`src/logic/thermal_pkg.sv`:
```
// Package of constants shared by the thermal replica files.
`default_nettype none
package thermal_pkg;
	// =============================================================
	// Register byte offsets.
	localparam logic [7:0] ADDR_CTRL = 8'h00;
	localparam logic [7:0] ADDR_INIT = 8'h04;
	localparam logic [7:0] ADDR_STATE = 8'h08;
	localparam logic [7:0] ADDR_IEQ = 8'h0C;
	localparam logic [7:0] ADDR_FLAGS = 8'h10;
	localparam logic [7:0] ADDR_IRQ_STAT = 8'h14;
	localparam logic [7:0] ADDR_IRQ_MASK = 8'h18;
	localparam logic [7:0] ADDR_GRP1 = 8'h20;
	localparam logic [7:0] ADDR_GRP2 = 8'h30;
	// Offsets inside a group block.
	localparam logic [3:0] GOFF_FLC = 4'h0;
	localparam logic [3:0] GOFF_TE = 4'h4;
	localparam logic [3:0] GOFF_TR = 4'h8;
	localparam logic [3:0] GOFF_THR = 4'hC;
	// =============================================================
	// Control and event bit positions.
	localparam int CTRL_EN = 0;
	localparam int CTRL_GRP = 1;
	localparam int CTRL_COOL = 2;
	localparam int CTRL_LOAD = 3;
	localparam int EV_ALARM = 0;
	localparam int EV_TRIP = 1;
	localparam int EV_RESET = 2;
	localparam int EV_N = 3;
	// =============================================================
	// Reset values of the group settings.
	localparam logic [15:0] RST_FLC = 16'h0100;
	localparam logic [15:0] RST_TC_MIN = 16'h000A;
	localparam logic [7:0] RST_TRIP_PCT = 8'h64;
	localparam logic [7:0] RST_ALARM_PCT = 8'h46;
	// =============================================================
	// Model and timing constants.
	localparam int FRAC_BITS = 16;
	localparam int K_FRAC = 8;
	localparam logic [6:0] K_NUM = 7'h69;
	localparam logic [6:0] K_DEN = 7'h64;
	localparam logic [6:0] PCT_FULL = 7'h64;
	localparam logic [13:0] PCT_SQ = 14'h2710;
	localparam int CLK_PERIOD_NS = 10;
	localparam int TICK_MS = 20;
	localparam int TICK_CYCLES = TICK_MS * 1000000 / CLK_PERIOD_NS;
	localparam int MS_PER_MIN = 60000;
	localparam logic [11:0] TICKS_PER_MIN = 12'(MS_PER_MIN / TICK_MS);
	// Update sequencer states.
	typedef enum logic [1:0] {S_IDLE, S_DIV_K, S_DIV_STEP, S_DIV_INIT} upd_state_t;
endpackage
`default_nettype wire

```
`src/logic/phase_max.sv`:
```
// Registered selection of the largest of three phase magnitudes.
`timescale 1ns/1ns
`default_nettype none
module phase_max #(
	parameter int W = 16
) (
	input wire logic i_clk,
	input wire logic i_rst,
	input wire logic [W-1:0] i_a,
	input wire logic [W-1:0] i_b,
	input wire logic [W-1:0] i_c,
	output logic [W-1:0] o_max
);
	logic [W-1:0] ab_max; // Larger of phases a and b.
	logic [W-1:0] max_q; // Largest phase, registered.

	// Compare the phases pairwise.
	always_comb begin
		ab_max = (i_a >= i_b) ? i_a : i_b;
	end

	// Hold the winner for one cycle so the output is a flop.
	always_ff @(posedge i_clk or posedge i_rst) begin
		if (i_rst) begin
			max_q <= '0;
		end else begin
			max_q <= (ab_max >= i_c) ? ab_max : i_c;
		end
	end

	assign o_max = max_q;
endmodule
`default_nettype wire

```
`src/logic/seq_divider.sv`:
```
// Restoring divider taking one quotient bit per clock.
`timescale 1ns/1ns
`default_nettype none
module seq_divider #(
	parameter int W = 32
) (
	input wire logic i_clk,
	input wire logic i_rst,
	input wire logic i_start,
	input wire logic [W-1:0] i_num,
	input wire logic [W-1:0] i_den,
	output logic o_done,
	output logic [W-1:0] o_quo
);
	logic [W:0] rem_q; // Partial remainder.
	logic [W-1:0] quo_q; // Dividend shifting into quotient.
	logic [W-1:0] den_q; // Latched divisor.
	logic [$clog2(W+1)-1:0] cnt_q; // Bits still to produce.
	logic done_q; // One-cycle completion pulse.
	logic [W:0] shifted; // Remainder with next dividend bit.

	always_comb begin
		shifted = {rem_q[W-1:0], quo_q[W-1]};
	end

	// Iterate; a zero divisor yields an all-ones quotient.
	always_ff @(posedge i_clk or posedge i_rst) begin
		if (i_rst) begin
			rem_q <= '0;
			quo_q <= '0;
			den_q <= '0;
			cnt_q <= '0;
			done_q <= 1'b0;
		end else begin
			done_q <= 1'b0;
			if (i_start) begin
				rem_q <= '0;
				quo_q <= i_num;
				den_q <= i_den;
				cnt_q <= ($clog2(W+1))'(W);
			end else if (cnt_q != '0) begin
				if (shifted >= {1'b0, den_q}) begin
					rem_q <= shifted - {1'b0, den_q};
					quo_q <= {quo_q[W-2:0], 1'b1};
				end else begin
					rem_q <= shifted;
					quo_q <= {quo_q[W-2:0], 1'b0};
				end
				cnt_q <= cnt_q - 1'b1;
				done_q <= (cnt_q == ($clog2(W+1))'(1));
			end
		end
	end

	assign o_done = done_q;
	assign o_quo = quo_q;
endmodule
`default_nettype wire

```
`src/logic/thermal_overload_replica.sv`:
```
// Thermal overload replica with AHB-Lite registers and interrupt.
`timescale 1ns/1ns
`default_nettype none
module thermal_overload_replica #(
	parameter int TICK_CYCLES = thermal_pkg::TICK_CYCLES,
	parameter int IW = 16
) (
	input wire logic i_clk,
	input wire logic i_rst,
	input wire logic i_hsel,
	input wire logic [7:0] i_haddr,
	input wire logic [1:0] i_htrans,
	input wire logic i_hwrite,
	input wire logic [2:0] i_hsize,
	input wire logic [31:0] i_hwdata,
	input wire logic i_hready,
	output logic o_hreadyout,
	output logic o_hresp,
	output logic [31:0] o_hrdata,
	input wire logic [IW-1:0] i_phase_a,
	input wire logic [IW-1:0] i_phase_b,
	input wire logic [IW-1:0] i_phase_c,
	output logic o_alarm,
	output logic o_trip,
	output logic o_irq
);
	// =============================================================
	// Declarations.
	logic [31:0] ctrl_q; // Enable, group, cooling; load bit self-clears.
	logic [7:0] init_pct_q; // Initial state in percent.
	logic [15:0] flc_q [2]; // Full-load current per group.
	logic [15:0] te_q [2]; // Heating constant, minutes, per group.
	logic [15:0] tr_q [2]; // Cooling constant, minutes, per group.
	logic [7:0] trip_pct_q [2]; // Trip state percent per group.
	logic [7:0] alarm_pct_q [2]; // Alarm percent of trip per group.
	localparam int EV_N = thermal_pkg::EV_N;
	logic [EV_N-1:0] irq_stat_q; // Sticky events.
	logic [EV_N-1:0] irq_mask_q; // Event enables.
	logic wr_pend_q; // A write data phase is due.
	logic [7:0] wr_addr_q; // Address of that write.
	logic [31:0] rdata_q; // Read data for the data phase.
	logic acc; // Valid word transfer in address phase.
	logic [IW-1:0] equivalent_phase_current; // Largest phase current.
	logic [$clog2(TICK_CYCLES)-1:0] tick_cnt_q; // Update interval divider.
	logic tick_q; // One-cycle update strobe.
	thermal_pkg::upd_state_t st_q; // Update sequencer state.
	logic [31:0] theta_q; // Thermal state, unsigned 16.16.
	logic [31:0] target_q; // Squared overload ratio of last update.
	logic heat_q; // Last step moved the state upward.
	logic upd_done_q; // Pulse when a step update stores a new state; the initial load gives none.
	logic div_start; // Divider start.
	logic [31:0] div_num; // Divider dividend.
	logic [31:0] div_den; // Divider divisor.
	logic div_done; // Divider finished.
	logic [31:0] div_quo; // Divider result.
	logic grp; // Active group index.
	logic [15:0] kq; // Overload ratio, 8 fraction bits, saturated.
	logic [31:0] k2; // Squared ratio, 16 fraction bits.
	logic [31:0] absdiff; // Distance from state to target.
	logic [15:0] alarm_prod; // Alarm percent times trip percent, full width.
	logic [27:0] n_ticks; // Time constant in update intervals.
	logic alarm_q; // Alarm stage level.
	logic trip_q; // Trip stage level.
	logic load_req_q; // Pending initial-state load.

	// Converts minutes to update intervals, never below one minute.
	function automatic logic [27:0] min_to_ticks(input logic [15:0] m);
		logic [15:0] mm;
		mm = (m == 16'h0000) ? 16'h0001 : m;
		return 28'(mm * thermal_pkg::TICKS_PER_MIN);
	endfunction

	// Decodes the group slot of a byte address, or returns 0 for none.
	function automatic logic [2:0] grp_slot(input logic [7:0] a);
		if (a[7:4] == thermal_pkg::ADDR_GRP1[7:4]) begin
			return 3'h1;
		end else if (a[7:4] == thermal_pkg::ADDR_GRP2[7:4]) begin
			return 3'h2;
		end
		return 3'h0;
	endfunction

	// =============================================================
	// Bus slave: zero wait states, always OKAY.
	assign o_hreadyout = 1'b1;
	assign o_hresp = 1'b0;
	assign o_hrdata = rdata_q;
	assign acc = i_hsel && i_hready && i_htrans[1] && (i_hsize == 3'h2);

	// Capture the address phase and prepare read data.
	always_ff @(posedge i_clk or posedge i_rst) begin
		if (i_rst) begin
			wr_pend_q <= 1'b0;
			wr_addr_q <= 8'h00;
			rdata_q <= 32'h0000_0000;
		end else begin
			wr_pend_q <= acc && i_hwrite;
			if (acc) begin
				wr_addr_q <= i_haddr;
			end
			rdata_q <= 32'h0000_0000;
			if (acc && !i_hwrite) begin
				rdata_q <= read_mux(i_haddr);
			end
		end
	end

	// Read multiplexer; unmapped addresses read as zero.
	function automatic logic [31:0] read_mux(input logic [7:0] a);
		logic [2:0] s;
		s = grp_slot(a);
		if (s != 3'h0) begin
			case (a[3:0])
				thermal_pkg::GOFF_FLC: return {16'h0000, flc_q[s[1]]};
				thermal_pkg::GOFF_TE: return {16'h0000, te_q[s[1]]};
				thermal_pkg::GOFF_TR: return {16'h0000, tr_q[s[1]]};
				thermal_pkg::GOFF_THR: return {16'h0000, alarm_pct_q[s[1]], trip_pct_q[s[1]]};
				default: return 32'h0000_0000;
			endcase
		end
		case (a)
			thermal_pkg::ADDR_CTRL: return ctrl_q;
			thermal_pkg::ADDR_INIT: return {24'h000000, init_pct_q};
			thermal_pkg::ADDR_STATE: return theta_q;
			thermal_pkg::ADDR_IEQ: return 32'(equivalent_phase_current);
			thermal_pkg::ADDR_FLAGS: return {30'h0, trip_q, alarm_q};
			thermal_pkg::ADDR_IRQ_STAT: return 32'(irq_stat_q);
			thermal_pkg::ADDR_IRQ_MASK: return 32'(irq_mask_q);
			default: return 32'h0000_0000;
		endcase
	endfunction

	// Control and per-group setting registers.
	always_ff @(posedge i_clk or posedge i_rst) begin
		if (i_rst) begin
			ctrl_q <= 32'h0000_0000;
			init_pct_q <= 8'h00;
			irq_mask_q <= '0;
			for (int g = 0; g < 2; g++) begin
				flc_q[g] <= thermal_pkg::RST_FLC;
				te_q[g] <= thermal_pkg::RST_TC_MIN;
				tr_q[g] <= thermal_pkg::RST_TC_MIN;
				trip_pct_q[g] <= thermal_pkg::RST_TRIP_PCT;
				alarm_pct_q[g] <= thermal_pkg::RST_ALARM_PCT;
			end
		end else if (wr_pend_q) begin
			if (grp_slot(wr_addr_q) != 3'h0) begin
				case (wr_addr_q[3:0])
					thermal_pkg::GOFF_FLC: flc_q[grp_slot(wr_addr_q) == 3'h2] <= i_hwdata[15:0];
					thermal_pkg::GOFF_TE: te_q[grp_slot(wr_addr_q) == 3'h2] <= i_hwdata[15:0];
					thermal_pkg::GOFF_TR: tr_q[grp_slot(wr_addr_q) == 3'h2] <= i_hwdata[15:0];
					thermal_pkg::GOFF_THR: begin
						trip_pct_q[grp_slot(wr_addr_q) == 3'h2] <= i_hwdata[7:0];
						alarm_pct_q[grp_slot(wr_addr_q) == 3'h2] <= i_hwdata[15:8];
					end
					default: ;
				endcase
			end else begin
				case (wr_addr_q)
					thermal_pkg::ADDR_CTRL: ctrl_q <= {29'h0, i_hwdata[2:0]};
					thermal_pkg::ADDR_INIT: init_pct_q <= i_hwdata[7:0];
					thermal_pkg::ADDR_IRQ_MASK: irq_mask_q <= i_hwdata[EV_N-1:0];
					default: ;
				endcase
			end
		end
	end

	// Load request: set by a CTRL write, cleared when served.
	always_ff @(posedge i_clk or posedge i_rst) begin
		if (i_rst) begin
			load_req_q <= 1'b0;
		end else if (wr_pend_q && (wr_addr_q == thermal_pkg::ADDR_CTRL)
				&& i_hwdata[thermal_pkg::CTRL_LOAD]) begin
			load_req_q <= 1'b1;
		end else if (st_q == thermal_pkg::S_IDLE) begin
			load_req_q <= 1'b0;
		end
	end

	// =============================================================
	// Equivalent current and update interval.
	phase_max #(
		.W(IW)
	) u_max (
		.i_clk(i_clk),
		.i_rst(i_rst),
		.i_a(i_phase_a),
		.i_b(i_phase_b),
		.i_c(i_phase_c),
		.o_max(equivalent_phase_current)
	);

	// Divide the clock down to one strobe per update interval.
	always_ff @(posedge i_clk or posedge i_rst) begin
		if (i_rst) begin
			tick_cnt_q <= '0;
			tick_q <= 1'b0;
		end else begin
			tick_q <= (tick_cnt_q == '0);
			if (tick_cnt_q == '0) begin
				tick_cnt_q <= ($clog2(TICK_CYCLES))'(TICK_CYCLES - 1);
			end else begin
				tick_cnt_q <= tick_cnt_q - 1'b1;
			end
		end
	end

	// =============================================================
	// Update arithmetic.
	assign grp = ctrl_q[thermal_pkg::CTRL_GRP];

	// Both factors are widened first, so the product keeps all sixteen bits.
	assign alarm_prod = {8'h00, alarm_pct_q[grp]} * {8'h00, trip_pct_q[grp]};

	// Saturate the ratio, square it and pick the constant.
	always_comb begin
		kq = (div_quo[31:16] != 16'h0000) ? 16'hFFFF : div_quo[15:0];
		k2 = kq * kq;
		absdiff = (k2 >= theta_q) ? (k2 - theta_q) : (theta_q - k2);
		if ((k2 < theta_q) && ctrl_q[thermal_pkg::CTRL_COOL]) begin
			n_ticks = min_to_ticks(tr_q[grp]);
		end else begin
			n_ticks = min_to_ticks(te_q[grp]);
		end
	end

	// Divider operands and start for each sequencer step.
	always_comb begin
		div_start = 1'b0;
		div_num = 32'h0000_0000;
		div_den = 32'h0000_0000;
		case (st_q)
			thermal_pkg::S_IDLE: begin
				if (load_req_q) begin
					div_start = 1'b1;
					div_num = {8'h00, init_pct_q, 16'h0000};
					div_den = 32'(thermal_pkg::PCT_FULL);
				end else if (tick_q && ctrl_q[thermal_pkg::CTRL_EN]) begin
					div_start = 1'b1;
					div_num = 32'({equivalent_phase_current, 8'h00} * thermal_pkg::K_DEN);
					div_den = 32'(flc_q[grp] * thermal_pkg::K_NUM);
				end
			end
			thermal_pkg::S_DIV_K: begin
				div_start = div_done;
				div_num = absdiff;
				div_den = 32'(n_ticks);
			end
			default: ;
		endcase
	end

	seq_divider #(
		.W(32)
	) u_div (
		.i_clk(i_clk),
		.i_rst(i_rst),
		.i_start(div_start),
		.i_num(div_num),
		.i_den(div_den),
		.o_done(div_done),
		.o_quo(div_quo)
	);

	// Sequencer: ratio, step toward target, or initial load.
	// One minus exp(-t/T) is taken as 1/N, N = T in intervals.
	always_ff @(posedge i_clk or posedge i_rst) begin
		if (i_rst) begin
			st_q <= thermal_pkg::S_IDLE;
			theta_q <= 32'h0000_0000;
			target_q <= 32'h0000_0000;
			heat_q <= 1'b0;
			upd_done_q <= 1'b0;
		end else begin
			upd_done_q <= 1'b0;
			case (st_q)
				thermal_pkg::S_IDLE: begin
					if (load_req_q) begin
						st_q <= thermal_pkg::S_DIV_INIT;
					end else if (div_start) begin
						st_q <= thermal_pkg::S_DIV_K;
					end
				end
				thermal_pkg::S_DIV_K: begin
					if (div_done) begin
						target_q <= k2;
						heat_q <= (k2 >= theta_q);
						st_q <= thermal_pkg::S_DIV_STEP;
					end
				end
				thermal_pkg::S_DIV_STEP: begin
					if (div_done) begin
						if (heat_q) begin
							theta_q <= theta_q + div_quo;
						end else if (div_quo > theta_q) begin
							theta_q <= 32'h0000_0000;
						end else begin
							theta_q <= theta_q - div_quo;
						end
						upd_done_q <= 1'b1;
						st_q <= thermal_pkg::S_IDLE;
					end
				end
				thermal_pkg::S_DIV_INIT: begin
					if (div_done) begin
						theta_q <= div_quo;
						st_q <= thermal_pkg::S_IDLE;
					end
				end
				default: st_q <= thermal_pkg::S_IDLE;
			endcase
		end
	end

	// =============================================================
	// Alarm and trip stages: levels that follow the state both ways.
	always_ff @(posedge i_clk or posedge i_rst) begin
		if (i_rst) begin
			alarm_q <= 1'b0;
			trip_q <= 1'b0;
		end else begin
			trip_q <= (48'(theta_q) * thermal_pkg::PCT_FULL)
				>= 48'({trip_pct_q[grp], 16'h0000});
			alarm_q <= (48'(theta_q) * thermal_pkg::PCT_SQ)
				>= 48'({alarm_prod, 16'h0000});
		end
	end
	assign o_alarm = alarm_q;
	assign o_trip = trip_q;

	// Sticky events; a new event wins over a write-one clear.
	always_ff @(posedge i_clk or posedge i_rst) begin
		if (i_rst) begin
			irq_stat_q <= '0;
		end else begin
			logic [EV_N-1:0] ev;
			logic [EV_N-1:0] clr;
			ev = '0;
			ev[thermal_pkg::EV_ALARM] = (48'(theta_q) * thermal_pkg::PCT_SQ)
				>= 48'({alarm_prod, 16'h0000}) && !alarm_q;
			ev[thermal_pkg::EV_TRIP] = (48'(theta_q) * thermal_pkg::PCT_FULL)
				>= 48'({trip_pct_q[grp], 16'h0000}) && !trip_q;
			ev[thermal_pkg::EV_RESET] = trip_q && ((48'(theta_q) * thermal_pkg::PCT_FULL)
				< 48'({trip_pct_q[grp], 16'h0000}));
			clr = (wr_pend_q && (wr_addr_q == thermal_pkg::ADDR_IRQ_STAT))
				? i_hwdata[EV_N-1:0] : '0;
			irq_stat_q <= (irq_stat_q & ~clr) | ev;
		end
	end
	assign o_irq = |(irq_stat_q & irq_mask_q);

	// =============================================================
	// Assertions and covers.
	a_tick_reload: assert property (@(posedge i_clk) disable iff (i_rst)
		tick_q |-> $past(tick_cnt_q) == '0 && tick_cnt_q == ($clog2(TICK_CYCLES))'(TICK_CYCLES - 1))
		else $error("tick not on divider reload");
	a_ieq_largest: assert property (@(posedge i_clk) disable iff (i_rst)
		##1 (equivalent_phase_current >= $past(i_phase_a) && equivalent_phase_current >= $past(i_phase_b) && equivalent_phase_current >= $past(i_phase_c)
		&& (equivalent_phase_current == $past(i_phase_a) || equivalent_phase_current == $past(i_phase_b) || equivalent_phase_current == $past(i_phase_c))))
		else $error("equivalent current not largest phase");
	a_update_bound: assert property (@(posedge i_clk) disable iff (i_rst)
		(st_q == thermal_pkg::S_DIV_K) |-> ##[1:70] upd_done_q)
		else $error("update did not finish");
	a_step_toward: assert property (@(posedge i_clk) disable iff (i_rst)
		upd_done_q |-> (heat_q ? (theta_q >= $past(theta_q) && theta_q <= target_q)
		: (theta_q <= $past(theta_q) && theta_q >= target_q)))
		else $error("state left interval toward target");
	a_trip_level: assert property (@(posedge i_clk) disable iff (i_rst)
		$rose(trip_q) |-> $past(48'(theta_q) * thermal_pkg::PCT_FULL
		>= 48'({trip_pct_q[grp], 16'h0000})))
		else $error("trip rose below threshold");
	a_trip_drop: assert property (@(posedge i_clk) disable iff (i_rst)
		$fell(trip_q) |-> irq_stat_q[thermal_pkg::EV_RESET])
		else $error("trip release not recorded");
	a_init_load: assert property (@(posedge i_clk) disable iff (i_rst)
		(st_q == thermal_pkg::S_DIV_INIT && div_done) |=>
		32'(theta_q * thermal_pkg::PCT_FULL) <= {8'h00, init_pct_q, 16'h0000})
		else $error("initial state mis-scaled");
	a_alarm_sticky: assert property (@(posedge i_clk) disable iff (i_rst)
		$rose(alarm_q) |-> irq_stat_q[thermal_pkg::EV_ALARM])
		else $error("alarm event lost");
	a_irq_held: assert property (@(posedge i_clk) disable iff (i_rst)
		(o_irq && !wr_pend_q) |=> o_irq || $changed(irq_mask_q))
		else $error("interrupt dropped without clear");
	c_trip: cover property (@(posedge i_clk) disable iff (i_rst) $rose(trip_q));
	c_alarm: cover property (@(posedge i_clk) disable iff (i_rst) $rose(alarm_q));
	c_cool: cover property (@(posedge i_clk) disable iff (i_rst) upd_done_q && !heat_q);
	c_group2: cover property (@(posedge i_clk) disable iff (i_rst) upd_done_q && grp);
endmodule
`default_nettype wire

```
`config.mk`:
```
export PLATFORM = sky130hd
export DESIGN_NAME = thermal_overload_replica
export DESIGN_NICKNAME = d
export VERILOG_FILES = /design/src/logic/thermal_pkg.sv /design/src/logic/phase_max.sv /design/src/logic/seq_divider.sv /design/src/logic/thermal_overload_replica.sv
export SDC_FILE = /design/constraint.sdc
export NUM_CORES = 2
export LEC_CHECK = 0
export BUFFER_PORTS_ARGS = -buffer_cell sky130_fd_sc_hd__buf_2
export CORE_MARGIN = 3
export CORE_UTILIZATION = 60
export CTS_BUF_LIST = sky130_fd_sc_hd__clkbuf_8
export CTS_CLUSTER_DIAMETER = 200
export DETAILED_ROUTE_END_ITERATION = 7
export PLACE_DENSITY = 0.77
export SYNTH_ARGS = -nofsm -noshare
export SYNTH_HDL_FRONTEND = slang
export SYNTH_SLANG_ARGS = --single-unit
export TNS_END_PERCENT = 30
```
`constraint.sdc`:
```
create_clock -name i_clk -period 11.65 [get_ports i_clk]
set_input_delay 1.7475 -clock i_clk [delete_from_list [all_inputs] [get_ports i_clk]]
set_output_delay 1.7475 -clock i_clk [all_outputs]
set_load 0.01 [all_outputs]
```
== Word-level counts from Yosys, hierarchy flattened ==
Cells that the tools add are included.

* Flip-flop bits (word level): 365
* Bits in latches: 0
* Bits in writable memories: 0
* Bits in read-only memories: 0
* Input port bits: 98
* Output and inout port bits: 37
* Logic and storage cells: 288
* Memories: 0

* Add/subtract/negate cells: 7
* Multiply operators: 8
* Div/mod/pow operators: 0
* $lt $le $gt $ge: 19
* Equality and inequality tests: 33
* Shifts and indexed selects: 0
* Mux-type cells: 132
* Bitwise logic cells: 11
* Reduce and logical (&&, ||, !) cells: 47

{| class="wikitable"
|+ Operators by type and width
! operator !! count
|-
| $mux 16 || 26
|-
| $mux 32 || 13
|-
| $pmux 32 s7 || 1
|-
| $pmux 32 s2 || 2
|-
| $sub 32x32->32 || 4
|-
| $mux 8 || 13
|-
| $bwmux 32 || 3
|-
| $mux 3 || 25
|-
| $pmux 16 s4 || 1
|-
| $mux 31 || 2
|-
| $pmux 28 s2 || 1
|-
| $mul 16x9->25 const B || 2
|-
| $demux 16 s1 || 3
|-
| $ge 46x32->1 || 1
|-
| $mux 23 || 2
|-
| $mul 32x10->42 const B || 1
|-
| $eq 8x5->1 const B || 5
|-
| $ge 39x24->1 || 1
|-
| $lt 39x24->1 || 1
|-
| $mul 32x5->37 const B || 1
|-
| $ge 33x32->1 || 1
|-
| $add 32x32->32 || 1
|-
| $bwmux 16 || 2
|-
| $ge 16x16->1 || 2
|-
| other kinds (50) || 143
|}

== Longest topological paths before layout ==
* Word-level depth: 20
* Gate-level depth with buffers: 44
* Depth with buffers taken out: 40

== By module ==
A second synthesis with hierarchy kept.

* Cell total of the unflattened synthesis: 6573
* Area total of the unflattened synthesis: 56563.0 um^2

{| class="wikitable"
|+ By module, submodules not included
! module !! instances !! cells each !! area each (um^2) !! seq. area each (um^2)
|-
| thermal_overload_replica || 1 || 5582 || 48018.6 || 6183.4
|-
| seq_divider || 1 || 724 || 6362.4 || 2577.5
|-
| phase_max || 1 || 267 || 2182.1 || 400.4
|}

== Worst setup path after synthesis ==
No wires, ideal clock.

* Path kind: register to register
* Start: register u_div.quo_q[16], in the netlist u_div.o_quo[16]
* End: register u_div.quo_q[24], in the netlist u_div.o_quo[24]
* Library setup time: 0.131 ns
* Arrival: 9.561 ns
* Required time: 11.519 ns
* Setup slack: 1.958 ns
* Cell stages (with the launch flop): 42
* Buffers on the path: 3
* Period minus slack after synthesis: 9.692 ns
* Cell sequence: dfrtp_1 -> nor4_1 -> nand4_1 -> clkbuf_1 -> clkbuf_1 -> a21oi_1 -> inv_1 -> fa_1 -> inv_1 -> fa_1 -> inv_1 -> fa_1 -> inv_1 -> fa_1 -> inv_1 -> fa_1 -> inv_1 -> fa_1 -> [... 6 more ...] -> nand2_1 -> a21bo_2 -> a2111oi_0 -> o21a_1 -> o21ba_2 -> o21bai_1 -> xnor2_1 -> ha_1 -> and3_1 -> and2_1 -> a221oi_1 -> and2_1 -> buf_4 -> mux2_2 -> or3_1 -> o221ai_1 -> xnor2_1 -> o21ai_1

* Cells in the longest elaborated chain, start to end: 7
* Elaborated cells between the ends (all ways): 9
* Classes of those cells: add/sub: 2; mul: 1; order compare: 1; mux: 4; reduce/logical: 1

{| class="wikitable"
|+ RTL lines
! item !! line !! text
|-
| start: declaration || seq_divider.sv:16 || <nowiki>logic [W-1:0] quo_q;</nowiki>
|-
| start signal: assignment || seq_divider.sv:38 || <nowiki>quo_q <= i_num;</nowiki>
|-
| start signal: assignment || seq_divider.sv:44 || <nowiki>quo_q <= {quo_q[W-2:0], 1'b1};</nowiki>
|-
| start signal: assignment || seq_divider.sv:47 || <nowiki>quo_q <= {quo_q[W-2:0], 1'b0};</nowiki>
|-
| $reduce_bool 16->1 * || thermal_overload_replica.sv:218 || <nowiki>kq = (div_quo[31:16] != 16'h0000) ? 16'hFFFF : div_quo[15:0];</nowiki>
|-
| $mux 16 * || thermal_overload_replica.sv:218 ||
|-
| $mul 16x16->32 * || thermal_overload_replica.sv:219 || <nowiki>k2 = kq * kq;</nowiki>
|-
| $sub 32x32->32 / $ge 32x32->1 (equally long branches) || thermal_overload_replica.sv:220 || <nowiki>absdiff = (k2 >= theta_q) ? (k2 - theta_q) : (theta_q - k2);</nowiki>
|-
| $mux 32 * || thermal_overload_replica.sv:220 ||
|-
| $pmux 32 s2 * || thermal_overload_replica.sv:233 || <nowiki>case (st_q)</nowiki>
|-
| $mux 32 * || seq_divider.sv:36 || <nowiki>if (i_start) begin</nowiki>
|}

Every way passes the cells marked *; elsewhere a longest branch is shown, timed or not.
A chain may end at the register's enable or synchronous reset.

== Worst setup path after layout ==
* Start: register u_div.quo_q[16], in the netlist u_div.o_quo[16]
* End: register u_div.quo_q[26], in the netlist u_div.o_quo[26]

The elaborated chain is that of the path after synthesis.

==> summary.md <==
| Metric | Value |
|---|---|
| Gr usage total | `33.04%` |
| Vias/cell | `about 6.1` |
| HPWL after DPL | `125.1 mm` |
| Mean post-synth cell area | `8.841 µm²` |
| Core box area | `90,150 µm²` |
| Initial Util | `60.57%` |
| Synth Area in XOR/XNOR | `under 10%` |
| Kind of critical path | `reg2reg` |
| Routing usage on met2 | `a little over half` |
| Routed length per instance | `21.05 µm` |
| Die ar. | `94,650 µm²` |
| Die Wd | `just over 300 µm` |
| Clk buf depth | `3` |
| FP Rows | `110` |
| Area Overhead vs Synth | `5.917%` |
| Slew Limit Fails | `0` |
| Seq/Total Area, Yosys | `16.60%` |
| Most common cell on crit path | `fa_1` |
| Period minus WS final | `11.00 ns` |
| Final layout net count | `7,623` |
| Initial DRC Count | `3,777` |
| Cell family with most CP delay | `adder cells` |
| CP Capture Type | `flop` |
| Mapped Cells | `6,176` |
| Final setup viols | `0` |
| Primary FF master, synth | `dfrtp_1` |
| Fillers | `7,566` |
| Fraction of layout cells with a size suffix above 1 | `9.769%` |
| CP Data Required Time | `12.15 ns` |
| Vias in the first global route | `45,557` |
| Root buffer cell | `clkbuf_8` |
| HP Class | `reg2reg` |
| GR Util met1 | `43.40%` |
| Worst Tran Pin Value | `1.162 ns` |
| Largest family of logic cells by synthesized area | `adder cells` |
| Netlist cell types | `107` |
| H-tree level count | `3` |
| Fmax | `90.90 MHz` |
| Hold Fails Final Rpt | `0` |
| Worst path slowest cell | `a2111oi_0` |
| CP startpoint kind | `flop` |
| CTS buffer count | `66` |
| Clk_skew | `0.05844 ns` |
| Post-DRT Antenna Nets | `0` |
| Crit-path max cell delay | `~0.60 ns` |
| Fin crit share | `around 94%` |
| Clock sink count | `between 300 and 400` |
| Routed vias | `45,698` |
| IO Pins | `135` |
| Ys async rst share | `100.0%` |
| Worst-path clk slew | `roughly 0.06 ns` |
| Total negative slack | `0 ns` |
| Post-route DRC | `0` |
| Arrival time at the worst endpoint | `roughly 12 ns` |
| Seq cells post-synth | `361` |
| Worst Path Buf+Inv | `9` |
| Max-cap violations | `0` |
| Setup Fix Bufs, Post-CTS | `0` |
| Status | `complete, no violations` |
| Post-Route WL | `~160 mm` |
| Synth Area in Adders | `between 30% and 40%` |
| Initial antenna violation count | `4` |
| RSZ-0062 raised after global routing | `no` |
| Met3 global-route usage | `3.879%` |
| Post-synth EDFFs | `0` |
| Pre-Repair DR Iteration Count | `7` |
| Max FO, Critical Path | `37` |
| Grt ovf | `0` |
| Slew headroom | `about 20%` |
| PostCTS Resize Cnt | `0` |
| IO Port Bufs | `115` |
| GP Congestion | `about 1` |
| Post-Syn Area | `about 55,000 µm²` |
| YS warnings | `0` |
| Hold-fix buffer count after cts | `0` |
| Worst-Skew Late Latency | `approximately 0.70 ns` |
| Die height | `~310 µm` |
| Compound-Gate Fraction of Synth Area | `about 17%` |
| Post-synthesis net count | `7,570` |
| Simple-Gate Fraction of Synth Area | `10.31%` |
| Peak-usage layer in the global routing report | `met2` |
| First-pass GRT wire length | `247.0 mm` |
| Pin count of the biggest net entering global routing | `190` |
| Multiplexer area fraction after synthesis | `under 10%` |
| CTS tree | `built` |
==> synth_stat cells (52+ instances only) <==
| cell type | count | area share, % |
|---|---|---|
| nor3_1 | 92 | 0.84 |
| a21oi_1 | 427 | 3.9 |
| o22ai_1 | 55 | 0.63 |
| nand3_1 | 73 | 0.67 |
| o21bai_1 | 52 | 0.71 |
| mux2_2 | 225 | 4.6 |
| o21ai_0 | 212 | 1.9 |
| nand2_1 | 336 | 2.3 |
| a211oi_1 | 60 | 0.82 |
| inv_1 | 1101 | 7.6 |
| mux2i_1 | 107 | 2.0 |
| xor2_1 | 90 | 1.4 |
| clkbuf_1 | 157 | 1.1 |
| nand2b_1 | 53 | 0.61 |
| xnor2_1 | 163 | 2.6 |
| dfrtp_1 | 339 | 16 |
| ha_1 | 821 | 19 |
| fa_1 | 475 | 17 |
| a21o_1 | 169 | 2.3 |
| nor2_1 | 348 | 2.4 |
==> metal layers <==
metal  vias to the layer above  part of all wire [%]
met5                         -                0.0083
met1                     22402                    41
met4                         2                   5.7
met2                      1743                    46
met3                       432                   6.8
li1                      21119                     -
==> per-stage QoR <==
stage / utilization (%) / std cells / hold slack, ns / setup slack, ns / instance area (µm²)
after global routing: 64.15 / 7453 / 0.4934 / 0.1133 / 57830
after floorplan: - / 6176 / 0.4210 / 1.958 / 54600
final: 64.15 / 7453 / 0.4577 / 0.6493 / 57830
after global placement: 62.73 / 7337 / 0.4444 / 1.025 / 56550
after CTS: 64.14 / 7451 / 0.4653 / 0.8032 / 57830
after detailed placement: 62.73 / 7337 / 0.4554 / 0.8845 / 56550
==> final cells by class <==
type | instances | area, µm² | area share, %
multi-input cells | 4490 | 40570 | 70.15
flip-flops and latches | 361 | 9062 | 15.67
inverters | 1109 | 4167 | 7.205
well taps | 1176 | 1471 | 2.544
repair buffers | 201 | 1284 | 2.220
clock buffers | 70 | 963.4 | 1.666
clock inverters | 44 | 309.0 | 0.5344
diodes | 2 | 5.005 | 0.008654
==> worst register-to-register path: cells and delay by family (launching register included) <==
family                   cells  cell delay (ns)
flip-flops                   1             0.45
buffers and inverters        9             1.58
adder cells (fa/ha/maj)      8             3.59
AND/OR/NAND/NOR             10             2.20
AO/OA/AOI/OAI               11             2.58
XOR/XNOR                     2             0.42
==> sequential cells by signal (all words and copies together) (netlist names), 6 cells and up <==
| signal | count |
|---|---|
| wr_addr_q | 8 |
| u_div.rem_q | 32 |
| flc_q | 32 |
| te_q | 32 |
| init_pct_q | 8 |
| theta_q | 32 |
| u_div.cnt_q | 6 |
| alarm_pct_q | 16 |
| tr_q | 32 |
| o_hrdata | 32 |
| u_div.den_q | 28 |
| u_max.o_max | 16 |
| u_div.o_quo | 32 |
| trip_pct_q | 16 |
| tick_cnt_q | 21 |
==> final timing paths <==
kind,start,end,slack (ns),depth (start not counted)
worst max register to register,u_div.o_quo[16],u_div.o_quo[26],0.65,40
min in group asynchronous,i_rst,tr_q[9],1.33,3
max in group asynchronous,i_rst,o_hrdata[25],8.60,4
worst min-delay path,tick_cnt_q[0],tick_cnt_q[0],0.46,1
worst min register to register,tick_cnt_q[0],tick_cnt_q[0],0.46,1
worst max-delay path,u_div.o_quo[16],u_div.o_quo[26],0.65,40
==> logic make-up after synthesis <==
| kind of cell | after synthesis |
|---|---|
| adders and majority gates | 1297 |
| other | 2 |
| and+or+nand+nor | 1188 |
| DFF | 361 |
| AOI/OAI and AO/OA | 1408 |
| buffers and inverters | 1325 |
| muxes | 342 |
| xor gates and xnor gates | 253 |
==> layout by cell type (no fill, tap or decap), types with 31 or more instances in the layout <==
cell type | netlist | final
a211oi_1 | 60 | 60
a21o_1 | 169 | 169
a21oi_1 | 427 | 427
a22oi_1 | 44 | 44
a31oi_1 | 44 | 44
and3_1 | 37 | 36
buf_2 | 33 | 115
buf_4 | 5 | 81
clkbuf_8 | 0 | 70
dfrtp_1 | 339 | 338
fa_1 | 475 | 475
ha_1 | 821 | 821
inv_1 | 1101 | 1126
mux2_2 | 225 | 225
mux2i_1 | 107 | 107
nand2_1 | 336 | 335
nand2b_1 | 53 | 53
nand3_1 | 73 | 71
nor2_1 | 348 | 346
nor2b_1 | 38 | 38
nor3_1 | 92 | 91
nor4_1 | 45 | 45
o21a_1 | 45 | 45
o21ai_0 | 212 | 212
o21ai_1 | 43 | 43
o21bai_1 | 52 | 52
o22ai_1 | 55 | 55
or3_1 | 31 | 31
xnor2_1 | 163 | 163
xor2_1 | 90 | 90
Power is not shown: default switching activity piles up to over one toggle a cycle in this logic, so the estimate is an artifact.
